### src/verilog/sync_input_coast_control_defs.svh
// Offsets, field positions, reset values and timing counts
// Assumes inclusion by bare name from the separator, the top module and the checker
`ifndef SYNC_INPUT_COAST_CONTROL_DEFS_SVH
`define SYNC_INPUT_COAST_CONTROL_DEFS_SVH

// ----------------------------------------
// Register indices and byte addresses
// ----------------------------------------
`define REG_HSYNC_CFG_IDX 6'h12
`define REG_HOLD_CFG_IDX 6'h18
`define REG_SYNC_SEL_IDX 6'h30
`define REG_THRESH_IDX 6'h31
`define REG_STATUS_IDX 6'h32
`define REG_HSYNC_CFG_ADDR ({`REG_HSYNC_CFG_IDX, 2'b00})
`define REG_HOLD_CFG_ADDR ({`REG_HOLD_CFG_IDX, 2'b00})
`define REG_SYNC_SEL_ADDR ({`REG_SYNC_SEL_IDX, 2'b00})
`define REG_THRESH_ADDR ({`REG_THRESH_IDX, 2'b00})
`define REG_STATUS_ADDR ({`REG_STATUS_IDX, 2'b00})

// ----------------------------------------
// Field positions
// ----------------------------------------
`define HSYNC_POL_LSB 4
`define HOLD_POL_LSB 5
`define SEL_CHAN_BIT 0
`define SEL_EMBED_BIT 1
`define SEL_EXTERNAL_SAMPLE_CLOCK_BIT 2

// ----------------------------------------
// Reset values, threshold step and limits
// ----------------------------------------
`define HSYNC_POL_RST 2'h0
`define HOLD_POL_RST 2'h1
`define SYNC_SEL_RST 3'h0
`define THRESH_STEP_MV 10
`define THRESH_MIN_CODE 6'h01
`define THRESH_MAX_CODE 6'h21
`define THRESH_RST_CODE 6'h0f

// ----------------------------------------
// Timing
// ----------------------------------------
`define CLK_PERIOD_NS 40
`define VSEP_TIME_NS 10000
`define VSEP_CYCLES \
  ((`VSEP_TIME_NS + `CLK_PERIOD_NS - 1) / `CLK_PERIOD_NS)

`endif

### src/verilog/sync_input_coast_control_pkg.sv
// Types shared by the sync front end
// Assumes the defs header supplies all numbers
package sync_input_coast_control_pkg;

  typedef enum logic [1:0] {
    SEP_IDLE,
    SEP_PULSE,
    SEP_VERT,
    SEP_GAP
  } sep_state_e;

endpackage : sync_input_coast_control_pkg

### src/verilog/sync_sep_if.sv
// Carrier between the front end and the composite separator
// Assumes one clock domain, core_clk
`timescale 1ns/1ps
`default_nettype none

interface sync_sep_if;
  logic csync_act;
  logic h_lead;
  logic vert_act;

  modport src (
    output csync_act,
    input h_lead,
    input vert_act
  );

  modport sep (
    input csync_act,
    output h_lead,
    output vert_act
  );
endinterface : sync_sep_if

`default_nettype wire
### src/verilog/composite_sync_separator.sv
// Splits composite sync into horizontal leading edges and vertical
// Assumes csync_act is synchronous to core_clk and active high
`timescale 1ns/1ps
`default_nettype none
`include "sync_input_coast_control_defs.svh"

module composite_sync_separator #(
  parameter int VSEP_CYCLES = `VSEP_CYCLES,
  parameter int CNT_W = 9
) (
  input wire logic core_clk,
  input wire logic rstn,
  sync_sep_if.sep bus
);

  sync_input_coast_control_pkg::sep_state_e state_r;
  sync_input_coast_control_pkg::sep_state_e state_nxt;
  logic [CNT_W-1:0] cnt_r;
  logic [CNT_W-1:0] cnt_nxt;
  logic h_lead_r;
  logic h_lead_nxt;
  logic vert_r;
  logic vert_nxt;
  logic cnt_end;

  assign cnt_end = (cnt_r == CNT_W'(VSEP_CYCLES - 1));

  // ----------------------------------------
  // Pulse width classifier
  // ----------------------------------------
  always_comb begin
    state_nxt = state_r;
    cnt_nxt = cnt_r;
    h_lead_nxt = 1'b0;
    case (state_r)
      sync_input_coast_control_pkg::SEP_IDLE: begin
        if (bus.csync_act) begin
          state_nxt = sync_input_coast_control_pkg::SEP_PULSE;
          cnt_nxt = '0;
          h_lead_nxt = 1'b1;
        end
      end
      sync_input_coast_control_pkg::SEP_PULSE: begin
        if (!bus.csync_act) begin
          state_nxt = sync_input_coast_control_pkg::SEP_IDLE;
        end else if (cnt_end) begin
          state_nxt = sync_input_coast_control_pkg::SEP_VERT;
        end else begin
          cnt_nxt = cnt_r + 1'b1;
        end
      end
      sync_input_coast_control_pkg::SEP_VERT: begin
        if (!bus.csync_act) begin
          state_nxt = sync_input_coast_control_pkg::SEP_GAP;
          cnt_nxt = '0;
        end
      end
      sync_input_coast_control_pkg::SEP_GAP: begin
        if (bus.csync_act) begin
          state_nxt = sync_input_coast_control_pkg::SEP_VERT;
        end else if (cnt_end) begin
          state_nxt = sync_input_coast_control_pkg::SEP_IDLE;
        end else begin
          cnt_nxt = cnt_r + 1'b1;
        end
      end
      default: begin
        state_nxt = sync_input_coast_control_pkg::SEP_IDLE;
        cnt_nxt = '0;
      end
    endcase
    vert_nxt = (state_nxt == sync_input_coast_control_pkg::SEP_VERT) ||
               (state_nxt == sync_input_coast_control_pkg::SEP_GAP);
  end

  always_ff @(posedge core_clk or negedge rstn) begin
    if (!rstn) begin
      state_r <= sync_input_coast_control_pkg::SEP_IDLE;
      cnt_r <= '0;
      h_lead_r <= 1'b0;
      vert_r <= 1'b0;
    end else begin
      state_r <= state_nxt;
      cnt_r <= cnt_nxt;
      h_lead_r <= h_lead_nxt;
      vert_r <= vert_nxt;
    end
  end

  assign bus.h_lead = h_lead_r;
  assign bus.vert_act = vert_r;

endmodule : composite_sync_separator

`default_nettype wire

### src/verilog/sync_input_coast_control.sv
// Sync input front end with hold and external clock control
// Assumes all pins synchronous to core_clk; Avalon-MM slave for config
`timescale 1ns/1ps
`default_nettype none
`include "sync_input_coast_control_defs.svh"

module sync_input_coast_control #(
  parameter int VSEP_CYCLES = `VSEP_CYCLES,
  parameter int VSEP_CNT_W = 9
) (
  input wire logic core_clk,
  input wire logic rstn,
  input wire logic [7:0] address,
  input wire logic read,
  input wire logic write,
  input wire logic [31:0] writedata,
  input wire logic [3:0] byteenable,
  output logic [31:0] readdata,
  output logic waitrequest,
  input wire logic horizontal_timing_in_0,
  input wire logic horizontal_timing_in_1,
  input wire logic vertical_timing_in_0,
  input wire logic vertical_timing_in_1,
  input wire logic green_embedded_timing_in_0,
  input wire logic green_embedded_timing_in_1,
  input wire logic hold_or_external_clock_pin,
  output logic embedded_timing_comparator_out,
  output logic [5:0] threshold_code,
  output logic pll_hold,
  output logic pll_track_pulse,
  output logic vertical_timing_out,
  output logic clock_source_external,
  output logic external_sample_clock
);

  // ----------------------------------------
  // Decode helpers
  // ----------------------------------------
  function automatic logic hit(input logic [7:0] a, input logic [7:0] b);
    hit = (a == b);
  endfunction : hit

  function automatic logic [5:0] clamp_thr(input logic [5:0] v);
    if (v < `THRESH_MIN_CODE) begin
      clamp_thr = `THRESH_MIN_CODE;
    end else if (v > `THRESH_MAX_CODE) begin
      clamp_thr = `THRESH_MAX_CODE;
    end else begin
      clamp_thr = v;
    end
  endfunction : clamp_thr

  // ----------------------------------------
  // Bus slave
  // ----------------------------------------
  logic ack_r;
  logic ack_nxt;
  logic [31:0] rdata_r;
  logic [31:0] rdata_nxt;
  logic wr_fire;
  logic [31:0] rd_mux;

  logic [1:0] hpol_r;
  logic [1:0] hpol_nxt;
  logic [1:0] cpol_r;
  logic [1:0] cpol_nxt;
  logic [2:0] sel_r;
  logic [2:0] sel_nxt;
  logic [5:0] thr_r;
  logic [5:0] thr_nxt;

  logic hold_act_r;
  logic vert_r;
  logic cmp_out_r;
  logic ext_clk_r;

  assign waitrequest = (read | write) & ~ack_r;
  assign wr_fire = write & ack_r & byteenable[0];

  always_comb begin
    rd_mux = 32'h0;
    if (hit(address, `REG_HSYNC_CFG_ADDR)) begin
      rd_mux[`HSYNC_POL_LSB +: 2] = hpol_r;
    end else if (hit(address, `REG_HOLD_CFG_ADDR)) begin
      rd_mux[`HOLD_POL_LSB +: 2] = cpol_r;
    end else if (hit(address, `REG_SYNC_SEL_ADDR)) begin
      rd_mux[2:0] = sel_r;
    end else if (hit(address, `REG_THRESH_ADDR)) begin
      rd_mux[5:0] = thr_r;
    end else if (hit(address, `REG_STATUS_ADDR)) begin
      rd_mux[3:0] = {ext_clk_r, cmp_out_r, vert_r, hold_act_r};
    end
  end

  always_comb begin
    ack_nxt = (read | write) & ~ack_r;
    rdata_nxt = rdata_r;
    if (read & ~ack_r) begin
      rdata_nxt = rd_mux;
    end
  end

  always_ff @(posedge core_clk or negedge rstn) begin
    if (!rstn) begin
      ack_r <= 1'b0;
      rdata_r <= 32'h0;
    end else begin
      ack_r <= ack_nxt;
      rdata_r <= rdata_nxt;
    end
  end

  assign readdata = rdata_r;

  // ----------------------------------------
  // Configuration registers
  // ----------------------------------------
  always_comb begin
    hpol_nxt = hpol_r;
    cpol_nxt = cpol_r;
    sel_nxt = sel_r;
    thr_nxt = thr_r;
    if (wr_fire && hit(address, `REG_HSYNC_CFG_ADDR)) begin
      hpol_nxt = writedata[`HSYNC_POL_LSB +: 2];
    end
    if (wr_fire && hit(address, `REG_HOLD_CFG_ADDR)) begin
      cpol_nxt = writedata[`HOLD_POL_LSB +: 2];
    end
    if (wr_fire && hit(address, `REG_SYNC_SEL_ADDR)) begin
      sel_nxt = writedata[2:0];
    end
    if (wr_fire && hit(address, `REG_THRESH_ADDR)) begin
      thr_nxt = clamp_thr(writedata[5:0]);
    end
  end

  always_ff @(posedge core_clk or negedge rstn) begin
    if (!rstn) begin
      hpol_r <= `HSYNC_POL_RST;
      cpol_r <= `HOLD_POL_RST;
      sel_r <= `SYNC_SEL_RST;
      thr_r <= `THRESH_RST_CODE;
    end else begin
      hpol_r <= hpol_nxt;
      cpol_r <= cpol_nxt;
      sel_r <= sel_nxt;
      thr_r <= thr_nxt;
    end
  end

  assign threshold_code = thr_r;
  assign clock_source_external = sel_r[`SEL_EXTERNAL_SAMPLE_CLOCK_BIT];

  // ----------------------------------------
  // Input sampling and channel select
  // ----------------------------------------
  logic chan;
  logic embed;
  logic hs_sel;
  logic vs_sel;
  logic cmp_sel;
  logic hs_r;
  logic hs_prev_r;
  logic vs_r;
  logic cmp_r;
  logic pin_r;

  assign chan = sel_r[`SEL_CHAN_BIT];
  assign embed = sel_r[`SEL_EMBED_BIT];
  assign hs_sel = chan ? horizontal_timing_in_1 :
                         horizontal_timing_in_0;
  assign vs_sel = chan ? vertical_timing_in_1 :
                         vertical_timing_in_0;
  assign cmp_sel = chan ? green_embedded_timing_in_1 :
                          green_embedded_timing_in_0;

  always_ff @(posedge core_clk or negedge rstn) begin
    if (!rstn) begin
      hs_r <= 1'b0;
      hs_prev_r <= 1'b0;
      vs_r <= 1'b0;
      cmp_r <= 1'b1;
      pin_r <= 1'b0;
    end else begin
      hs_r <= hs_sel;
      hs_prev_r <= hs_r;
      vs_r <= vs_sel;
      cmp_r <= cmp_sel;
      pin_r <= hold_or_external_clock_pin;
    end
  end

  // ----------------------------------------
  // Composite separator
  // ----------------------------------------
  sync_sep_if sep_bus ();

  assign sep_bus.csync_act = embed & ~cmp_r;

  composite_sync_separator #(
    .VSEP_CYCLES(VSEP_CYCLES),
    .CNT_W(VSEP_CNT_W)
  ) u_sep (
    .core_clk(core_clk),
    .rstn(rstn),
    .bus(sep_bus.sep)
  );

  // ----------------------------------------
  // Edge, hold and output logic
  // ----------------------------------------
  logic hs_lead;
  logic h_edge;
  logic hold_act;
  logic track_r;
  logic track_nxt;
  logic hold_nxt;
  logic vert_nxt;
  logic cmp_out_nxt;
  logic ext_clk_nxt;

  always_comb begin
    if (hpol_r[0]) begin
      hs_lead = hs_r & ~hs_prev_r;
    end else begin
      hs_lead = ~hs_r & hs_prev_r;
    end
    h_edge = embed ? sep_bus.h_lead : hs_lead;
    hold_act = cpol_r[0] ? pin_r : ~pin_r;
    hold_nxt = hold_act;
    track_nxt = h_edge & ~hold_act;
    vert_nxt = embed ? sep_bus.vert_act : vs_r;
    cmp_out_nxt = cmp_r;
    ext_clk_nxt = pin_r & sel_r[`SEL_EXTERNAL_SAMPLE_CLOCK_BIT];
  end

  always_ff @(posedge core_clk or negedge rstn) begin
    if (!rstn) begin
      track_r <= 1'b0;
      hold_act_r <= 1'b0;
      vert_r <= 1'b0;
      cmp_out_r <= 1'b1;
      ext_clk_r <= 1'b0;
    end else begin
      track_r <= track_nxt;
      hold_act_r <= hold_nxt;
      vert_r <= vert_nxt;
      cmp_out_r <= cmp_out_nxt;
      ext_clk_r <= ext_clk_nxt;
    end
  end

  assign pll_track_pulse = track_r;
  assign pll_hold = hold_act_r;
  assign vertical_timing_out = vert_r;
  assign embedded_timing_comparator_out = cmp_out_r;
  assign external_sample_clock = ext_clk_r;

endmodule : sync_input_coast_control

`default_nettype wire

### config.mk
export PLATFORM = sky130hd
export DESIGN_NAME = sync_input_coast_control
export DESIGN_NICKNAME = d
export VERILOG_FILES = /design/src/verilog/sync_input_coast_control_pkg.sv /design/src/verilog/sync_sep_if.sv /design/src/verilog/composite_sync_separator.sv /design/src/verilog/sync_input_coast_control.sv
export VERILOG_INCLUDE_DIRS = /design/src /design/src/verilog
export SDC_FILE = /design/constraint.sdc
export NUM_CORES = 1
export LEC_CHECK = 0
export BUFFER_PORTS_ARGS = -buffer_cell sky130_fd_sc_hd__clkbuf_2
export CELL_PAD_IN_SITES_DETAIL_PLACEMENT = 0
export CELL_PAD_IN_SITES_GLOBAL_PLACEMENT = 2
export CORE_ASPECT_RATIO = 0.75
export CORE_MARGIN = 1.5
export CORE_UTILIZATION = 29
export DETAILED_ROUTE_END_ITERATION = 10
export GPL_TIMING_DRIVEN = 0
export PLACE_DENSITY_LB_ADDON = 0.3
export SLEW_MARGIN = 20
export SYNTH_ARGS = -nofsm -noshare
export SYNTH_HDL_FRONTEND = slang
export SYNTH_SLANG_ARGS = --single-unit
### constraint.sdc
create_clock -name core_clk -period 4.7 [get_ports core_clk]
set_input_delay 0.235 -clock core_clk [delete_from_list [all_inputs] [get_ports core_clk]]
set_output_delay 0.235 -clock core_clk [all_outputs]
set_load 0.005 [all_outputs]
==> flow_metrics.tcl, run 1 <==
set metrics [dict create \
    synth-seq-cells 43 \
    antenna_found_initial 0 \
    rsz0062_at_grt "false" \
    place_ws_ps 2830 \
    num_rows 27 \
    clock-sinks 43 \
    drt_iter0_markers 104 \
    core_um2 7430 \
    synthFlopType "dfrtp_1" \
    netlist_area_um2 2250 \
    slew_headroom_pct 59.2 \
    worstPathMaxFanout 7 \
    first_pass_iters 4 \
    num_antenna_cells 0 \
    intPower_mw 0.574 \
    yosysUniqueCellTypes 50 \
    p_seq_share_pct 51.4 \
    ff2ff_path_depth 6 \
    grt_pass1_wl_mm 8.54 \
    p_sw_mw 0.175 \
    syn_inst 219 \
    clkTransAtPathRegs_ps 80 \
    cts_tree "built" \
    ys_warn_count 0 \
    layout-drive-gt1-share_pct 35.9 \
    gr-total-overflow 0 \
    fin_nets 354 \
    pwr-share-clk_pct 38.6 \
    tightestPinTransition_ps 612 \
    routedWlPerCell_um 13.0 \
    finalSetupTns_ps 0 \
    finClkSkew_ps 6.89 \
    maxCapViolCount 0 \
    hpwl_mm 3.94 \
    hold_depth 1 \
    fmax_ghz 0.545 \
    status "complete, no violations" \
    cp-start-kind "flip-flop" \
    arrival_ps 2030 \
    globalplace.congestion 0.758 \
    whs_ps 48.5 \
    ys_seq_area_share_pct 48.1 \
    most-common-layout-cells "clkbuf_2 (45), dfrtp_1 (36), buf_4 (25), conb_1 (25), nand2_1 (19)" \
    hold_class "in2reg" \
    period_needed_ps 1830 \
    end_kind "flip-flop" \
    period_share_pct 39.0 \
    cts_buffer_depth 2 \
    power_density_nw_per_um2 265 \
    grt_max_degree 44 \
    mostFrequentLayoutCell "clkbuf_2" \
    clk_latency_ps 300 \
    die_h_um 79.3 \
    routed_via_density 4.36 \
    drtAntennaViolNets 0 \
    initial_core_util_pct 30.3 \
    fillers 779 \
    drv_slew 0 \
    clockRootBuffer "clkbuf_8" \
    synth-edff-count 0 \
    synth_top_area_share_pct 40.0 \
    netSwitchingFraction_pct 23.3 \
    critical_path_class "reg2reg" \
    setup_ws_ps 2870 \
    numPlacedInstances 390 \
    syn_avg_cell_area_um2 10.3 \
    p_leak_nw 1.36 \
    cts_buffers 5 \
    drc 0 \
    htreeDepth 2 \
    ir_drop_mv 0.114 \
    setup_viol 0 \
    cp.required_ps 4890 \
    io_pins 100 \
    die_area_um2 8310 \
    grt.total_usage_pct 13.5 \
    yosys.area.top_type "dfrtp_1" \
    grt_pass1_vias 1617 \
    final_cells 399 \
    combPwrFrac_pct 10.0 \
    num_vias 1739 \
    port_buffers 46 \
    syn2layout_area_growth_pct 25.3 \
    die_x_um 105 \
    postRouteWirelength_mm 5.21 \
    async_flop_share_pct 100 \
    timing.final.hold_violations 0 \
    ys_top_cells_by_area "dfrtp_1 (40%), buf_4 (8.3%), dfstp_2 (8.2%)" \
]
cell usage after synthesis, types with 3 or more instances:
library cell	number
dfrtp_1	36
buf_4	25
nand2_1	19
mux2_2	13
nand2b_1	13
nor2_1	13
o21ai_0	12
nor2b_1	8
dfstp_2	7
nand3_1	7
inv_1	5
o21ai_1	5
a21oi_1	4
clkbuf_1	4
a22o_1	3
o211ai_1	3
or2_2	3
layout make-up:
class                      instances  area (um^2)  share of cell area, %
clock buffer                       6         72.6                   2.57
clock inverter                     2         37.5                   1.33
buffer                            30          214                   7.58
sequential                        43         1080                   38.4
multi-input combinational        165         1030                   36.3
timing repair buffer              47          243                   8.60
tap                              101          126                   4.48
inverter                           5         18.8                  0.665
worst paths after layout:
check,start,endpoint,slack [ps]
hold reg to reg,cmp_out_nxt$_DFF_PN1_,embedded_timing_comparator_out$_DFF_PN1_,370
max in group asynchronous,rstn,readdata[3]$_DFFE_PN0P_,3780
min in group asynchronous,rstn,u_sep.cnt_r[0]$_DFFE_PN0P_,500
setup reg to reg,u_sep.cnt_r[1]$_DFFE_PN0P_,u_sep.cnt_r[0]$_DFFE_PN0P_,2870
setup / recovery,u_sep.cnt_r[1]$_DFFE_PN0P_,u_sep.cnt_r[0]$_DFFE_PN0P_,2870
hold / removal,hold_or_external_clock_pin,pin_r$_DFF_PN0_,50
worst max-delay path: stages (launching register included):
cell and delay, ps:
dfrtp_1 420, inv_1 90, ha_1 150, nand4b_1 100, nor2_1 280, a21o_1 330, mux2_2 370
logic make-up (layout without fill, tap and decap cells):
kind of cell	after synthesis	in the layout	synth area share (%)
and+or+nand+nor	81	81	20.2
DFF	43	43	48.1
AOI/OAI and AO/OA	39	39	11.3
buffers and inverters	35	90	10.3
muxes	15	15	7.61
xor gates and xnor gates	3	3	1.17
adders and majority gates	2	2	1.11
other	1	25	0.166
through the flow:
stage	total power [mW]	util, %	cell area, um^2
floorplan	0.432	-	2340
global route	0.786	38.0	2820
global placement	0.467	36.3	2700
finish	0.749	38.0	2820
detailed placement	0.467	36.4	2700
CTS	0.759	38.0	2820
timing repair:
action / in CTS / in global routing
endpoints found under the setup margin: 0 / 0
endpoints found under the hold margin: 36 / 0
hold buffers: 1 / 0
buffers inserted: 0 / 0
gates resized for setup: 0 / 0
power groups by stage:
stage | clock network, mW | logic, mW | registers, mW
3_3_place_gp | 0 | 0.0746 | 0.392
3_5_place_dp | 0 | 0.0746 | 0.392
2_1_floorplan | 0 | 0.0409 | 0.391
4_1_cts | 0.298 | 0.0756 | 0.385
6_report | 0.289 | 0.0750 | 0.385
5_1_grt | 0.315 | 0.0848 | 0.386
per-layer routing:
layer	up-vias	track usage (%)	share of wire, %
met3	9	3.12	5.8
met2	70	18.0	37
met5	-	0	0
met4	0	5.48	1.7
met1	786	20.4	55
li1	874	-	-
state kept, by name, summed over array words and instances, names as in the netlist:
name / flops
ack_r: 1
cmp_out_nxt: 1
cpol_r: 2
embedded_timing_comparator_out: 1
external_sample_clock: 1
hpol_r: 2
hs_prev_r: 1
hs_r: 1
pin_r: 1
pll_hold: 1
pll_track_pulse: 1
readdata: 7
sel_r: 3
threshold_code: 6
u_sep.bus.h_lead: 1
u_sep.cnt_r: 9
u_sep.state_r: 2
vertical_timing_out: 1
vs_r: 1
(Power assumes the default switching activity.)
==> run 2: changes to the inputs <==
--- a/config.mk
+++ b/config.mk
@@ -11,7 +11,7 @@
 export CELL_PAD_IN_SITES_GLOBAL_PLACEMENT = 2
 export CORE_ASPECT_RATIO = 0.75
 export CORE_MARGIN = 1.5
-export CORE_UTILIZATION = 29
+export CORE_UTILIZATION = 25
 export DETAILED_ROUTE_END_ITERATION = 10
 export GPL_TIMING_DRIVEN = 0
 export PLACE_DENSITY_LB_ADDON = 0.3
==> constraint.sdc (replaced) <==
create_clock -name core_clk -period 1.5 [get_ports core_clk]
set_input_delay 0.075 -clock core_clk [delete_from_list [all_inputs] [get_ports core_clk]]
set_output_delay 0.075 -clock core_clk [all_outputs]
set_load 0.005 [all_outputs]
==> flow_metrics.tcl, run 2 (same netlist as run 1, synthesis figures left out) <==
set metrics [dict create \
    cp-start-kind "flip-flop" \
    drc 0 \
    hold_class "in2reg" \
    cts_buffers 5 \
    rsz0062_at_grt "true" \
    power_density_nw_per_um2 803 \
    fillers 873 \
    ff2ff_path_depth 6 \
    violations "negative setup slack" \
    drtAntennaViolNets 0 \
    antenna_found_initial 0 \
    cts_tree "built" \
    gr-total-overflow 0 \
    ir_drop_mv 0.536 \
    hpwl_mm 4.01 \
    globalplace.congestion 0.744 \
    tightestPinTransition_ps 615 \
    arrival_ps 1750 \
    regMostFlops "u_sep.cnt_r" \
    cp.required_ps 1660 \
    num_rows 29 \
    slew_headroom_pct 59.0 \
    setup_viol 7 \
    num_vias 1846 \
    drt_iter0_markers 83 \
    period_needed_ps 1590 \
    grt_pass1_wl_mm 8.91 \
    multiInputGateArea_um2 1130 \
    core_um2 8600 \
    placed_cell_area_um2 2720 \
    ff2ff_setup_slack_ps -90 \
    grt_max_degree 44 \
    io_pins 100 \
    largest_register_ffs 9 \
    whs_ps 22.1 \
    die_h_um 85.2 \
    finalInstanceArea_um2 3170 \
    initial_core_util_pct 26.2 \
    num_antenna_cells 0 \
    fmax_ghz 0.629 \
    status "complete, but fails checks" \
    die_area_um2 9600 \
    worstPathMaxFanout 7 \
    port_buffers 46 \
    p_leak_nw 1.51 \
    htreeDepth 2 \
    drv_slew 0 \
    clkTransAtPathRegs_ps 70 \
    cp-startpoint "u_sep.cnt_r[1]$_DFFE_PN0P_" \
    r2r-start "u_sep.cnt_r[1]$_DFFE_PN0P_" \
    postRouteWirelength_mm 5.57 \
    timing.final.hold_violations 0 \
    die_x_um 113 \
    clk_latency_ps 280 \
    fin_nets 377 \
    r2r-end "u_sep.cnt_r[0]$_DFFE_PN0P_" \
    cts_buffer_depth 2 \
    cp-endpoint "u_sep.cnt_r[0]$_DFFE_PN0P_" \
    setup_ws_ps -89.9 \
    grt_pass1_vias 1742 \
    layout-drive-gt1-share_pct 44.9 \
    clock-sinks 43 \
    finClkSkew_ps 6.10 \
    maxCapViolCount 0 \
    routedWlPerCell_um 13.0 \
    routed_via_density 4.30 \
    seq_area_um2 1090 \
    end_kind "flip-flop" \
    syn2layout_area_growth_pct 40.8 \
    clockRootBuffer "clkbuf_16" \
    first_pass_iters 4 \
    period_share_pct 106 \
    grt.total_usage_pct 11.9 \
    critical_path_class "reg2reg" \
    mostFrequentLayoutCell "clkbuf_2" \
    most-common-layout-cells "clkbuf_2 (45), buf_4 (43), dfrtp_1 (35)" \
]
## run 2: changes by cell type in the layout (fill, tap and decap cells not counted), moves of 3 or more
cell and delta:
buf_4 +18, buf_6 +3, clkbuf_16 +5, clkbuf_8 -4
o21ai_0 -3, o21ai_1 +3
## run 2: power breakdown
part / switching, mW / total [mW] / internal [mW]
Clock: 0.470 / 1.09 / 0.623
Sequential: 0.0186 / 1.21 / 1.19
Combinational: 0.126 / 0.249 / 0.123
Total: 0.615 / 2.55 / 1.93
## run 2: routing by layer
metal	global-route usage (%)	vias up	wire, um
li1	-	918	-
met1	17.7	857	2930
met2	17.2	65	2220
met3	2.71	6	327
met4	3.11	0	85
met5	0	-	0
## run 2: final cells by class
class	count	area share (%)
clock inverter	3	0.749
sequential	43	34.2
timing repair buffer	70	13.6
buffer	30	7.06
inverter	5	0.591
clock buffer	5	3.94
tap	108	4.26
multi-input combinational	165	35.6
## run 2: metrics by stage
stage,setup WS (ps),total power [mW],std cells,setup TNS (ps),utilization [%]
after CTS,-47.8,2.59,425,-117,36.0
final,-89.9,2.55,429,-267,36.9
after detailed placement,-253,1.46,397,-3780,31.7
after floorplan,-56.8,1.35,243,-114,-
after global placement,-251,1.46,397,-3700,31.6
after global routing,-145,2.67,429,-822,36.9
## run 2: worst min-delay path by stage
stage,from,end,slack [ps],depth (start not counted)
after floorplan,rstn,ack_r$_DFF_PN0_,-220,0
after global placement,hold_or_external_clock_pin,pin_r$_DFF_PN0_,200,1
after detailed placement,rstn,u_sep.cnt_r[3]$_DFFE_PN0P_,160,1
after CTS,writedata[2],threshold_code[2]$_DFFE_PN1P_,20,3
after global routing,writedata[6],cpol_r[1]$_DFFE_PN0P_,20,2
final,writedata[2],threshold_code[2]$_DFFE_PN1P_,20,3
## run 2: critical path: stages (launching register included)
cell	delay (ps)
dfrtp_1	430
inv_2	90
ha_4	120
nand4b_1	170
nor2_4	170
a21o_4	190
mux2_4	310
## run 2: what timing repair did
item,CTS,global route
buffers inserted,17,4
hold endpoints to repair,38,0
gates resized for setup,15,13
pin swaps,4,8
cloned,0,0
endpoints found under the setup margin,10,15
hold buffers,3,0
==> run 3: changes to the inputs <==
--- a/config.mk
+++ b/config.mk
@@ -6,12 +6,13 @@
 export SDC_FILE = /design/constraint.sdc
 export NUM_CORES = 1
 export LEC_CHECK = 0
+export ABC_AREA = 1
 export BUFFER_PORTS_ARGS = -buffer_cell sky130_fd_sc_hd__clkbuf_2
 export CELL_PAD_IN_SITES_DETAIL_PLACEMENT = 0
 export CELL_PAD_IN_SITES_GLOBAL_PLACEMENT = 2
 export CORE_ASPECT_RATIO = 0.75
 export CORE_MARGIN = 1.5
-export CORE_UTILIZATION = 25
+export CORE_UTILIZATION = 23
 export DETAILED_ROUTE_END_ITERATION = 10
 export GPL_TIMING_DRIVEN = 0
 export PLACE_DENSITY_LB_ADDON = 0.3
==> flow_metrics.tcl, run 3 <==
set metrics [dict create \
    crit_family "flip-flops" \
    routed_via_density 3.87 \
    tightestPinTransition_ps 599 \
    num_rows 31 \
    cp.required_ps 1680 \
    clockRootBuffer "clkbuf_16" \
    ys_seq_area_share_pct 46.1 \
    clkTransAtPathRegs_ps 60 \
    arrival_ps 1570 \
    ff2ff_path_depth 7 \
    rsz0062_at_grt "false" \
    finalSetupTns_ps 0 \
    grtUsageMet1_pct 17.4 \
    synthFlopType "dfrtp_1" \
    grt-busiest-layer "met1" \
    htreeDepth 2 \
    cts_buffers 5 \
    die_h_um 90.6 \
    num_vias 1937 \
    ys_top_cells_by_area "dfrtp_1 (38%), nand2_1 (12%), buf_4 (8.3%)" \
    synth-seq-cells 43 \
    synth_top_family_by_area "simple AND/OR/NAND/NOR gates" \
    synth_compound_area_share_pct 6.49 \
    drtAntennaViolNets 0 \
    globalplace.congestion 0.701 \
    synth_xor_area_share_pct 0.745 \
    largest_register_ffs 9 \
    synth_common_cells "nand2_1 (77), nand3_1 (38), dfrtp_1 (36)" \
    mostFrequentLayoutCell "nand2_1" \
    grt_pass1_vias 1867 \
    synthMuxAreaShare_pct 1.44 \
    synth-edff-count 0 \
    syn_avg_cell_area_um2 8.13 \
    initial_core_util_pct 24.0 \
    power_density_nw_per_um2 922 \
    fmax_ghz 0.717 \
    die_area_um2 10800 \
    r2r-end "u_sep.cnt_r[3]$_DFFE_PN0P_" \
    r2r-start "cmp_out_nxt$_DFF_PN1_" \
    slowest_stage "dfstp_2" \
    die_x_um 120 \
    num_antenna_cells 0 \
    whs_ps 12.2 \
    multiInputGateArea_um2 1020 \
    fillers 1096 \
    placed_cell_area_um2 2840 \
    async_flop_share_pct 100 \
    syn_inst 289 \
    yosys.area_share.simple_pct 29.1 \
    critical_path_class "reg2reg" \
    crit_buf_inv 2 \
    maxCapViolCount 0 \
    ys_warn_count 0 \
    setup_viol 0 \
    drt_iter0_markers 52 \
    drc 0 \
    yosys.cell_count.top_type "nand2_1" \
    final_cells 501 \
    path_depth 7 \
    seq_area_um2 1080 \
    p_total_mw 2.82 \
    use_met2_pct 15.5 \
    cp-startpoint "cmp_out_nxt$_DFF_PN1_" \
    drv_slew 0 \
    cp-start-kind "flip-flop" \
    cts_tree "built" \
    crit_chain "inv_1 -> nand2_1 -> xor2_2 -> nand2_4 -> buf_12 -> nand2_1 -> o21ai_2" \
    regMostFlops "u_sep.cnt_r" \
    postRouteWirelength_mm 5.56 \
    period_share_pct 93.0 \
    min-delay-start "writedata[2]" \
    hpwl_mm 4.37 \
    finalInstanceArea_um2 3060 \
    grt.total_usage_pct 11.3 \
    synth_top_area_share_pct 38.3 \
    grt_max_degree 44 \
    core_um2 9810 \
    port_buffers 46 \
    met3_usage_pct 2.08 \
    antenna_found_initial 0 \
    gr-total-overflow 0 \
    finClkSkew_ps 3.16 \
    grt_pass1_wl_mm 9.62 \
    worstPathMaxFanout 10 \
    numPlacedInstances 491 \
    worst_path_largest_cell_delay_ps 530 \
    p_leak_nw 1.62 \
    io_pins 100 \
    timing.final.hold_violations 0 \
    clk_latency_ps 280 \
    layout-drive-gt1-share_pct 30.6 \
    end_kind "flip-flop" \
    routedWlPerCell_um 11.1 \
    hold_class "in2reg" \
    path_common_cell "nand2_1" \
    most-common-layout-cells "nand2_1 (77), clkbuf_2 (45), nand3_1 (38)" \
    yosysUniqueCellTypes 29 \
    ff2ff_setup_slack_ps 100 \
    netlist_area_um2 2350 \
    period_needed_ps 1400 \
    fin_nets 425 \
    ir_drop_mv 0.407 \
    syn2layout_area_growth_pct 30.1 \
    min_to "threshold_code[2]$_DFFE_PN1P_" \
    status "complete, no violations" \
    cts_buffer_depth 2 \
    hold_depth 3 \
    synth_adder_area_share_pct 1.06 \
    yosys.area.top_type "dfrtp_1" \
    slew_headroom_pct 60.1 \
    clock-sinks 43 \
    first_pass_iters 4 \
]
[run 3: power by group]
group | total, mW | switching (mW) | internal, mW | leakage (nW)
Clock | 1.39 | 0.440 | 0.955 | 0.0911
Combinational | 0.222 | 0.120 | 0.102 | 0.978
Sequential | 1.20 | 0.0171 | 1.19 | 0.549
Total | 2.82 | 0.577 | 2.24 | 1.62
[run 3: kinds of logic after synthesis]
family / count (synthesis)
other cells: 1
xor+xnor: 2
simple gates: 149
compound gates: 26
buf+inv: 63
mux: 3
fa+ha+maj: 2
flops: 43
[run 3: tightest hold or removal path, cell delays in order]
cell and delay, ps:
clkbuf_2 100, nand3_1 80, nand2_1 40
[run 3: what timing repair did]
| item | in CTS | in global routing |
|---|---|---|
| buffers inserted | 0 | 0 |
| setup endpoints to repair | 0 | 7 |
| hold buffers | 2 | 0 |
| endpoints found under the hold margin | 37 | 0 |
| gates resized for setup | 0 | 2 |
[run 3: worst max-delay path by stage]
stage	end	slack (ps)
CTS	u_sep.cnt_r[3]$_DFFE_PN0P_	50
global route	u_sep.cnt_r[4]$_DFFE_PN0P_	6
floorplan	u_sep.cnt_r[3]$_DFFE_PN0P_	160
detailed placement	u_sep.cnt_r[3]$_DFFE_PN0P_	60
finish	u_sep.cnt_r[3]$_DFFE_PN0P_	100
global placement	u_sep.cnt_r[3]$_DFFE_PN0P_	60
[run 3: final cells by class]
| class | instances | share of cell area [%] |
|---|---|---|
| Timing Repair Buffer | 48 | 8.27 |
| Inverter | 35 | 4.30 |
| Buffer | 28 | 7.16 |
| Clock buffer | 6 | 4.21 |
| Multi-Input combinational cell | 207 | 33.2 |
| Clock inverter | 2 | 1.96 |
| Tap cell | 132 | 5.40 |
| Sequential cell | 43 | 35.5 |
[run 3: stage by stage]
step                      setup WS, ps  util, %
after floorplan                    161        -
after global routing              6.12     31.2
after global placement            56.5     28.9
after detailed placement          59.4     28.9
after CTS                         49.6     31.1
final                              105     31.2
[run 3: layer usage]
| layer | share of wire, % | vias up |
|---|---|---|
| met5 | 0 | - |
| met4 | 1.7 | 0 |
| met3 | 4.4 | 9 |
| met2 | 39 | 47 |
| met1 | 55 | 860 |
| li1 | - | 1021 |
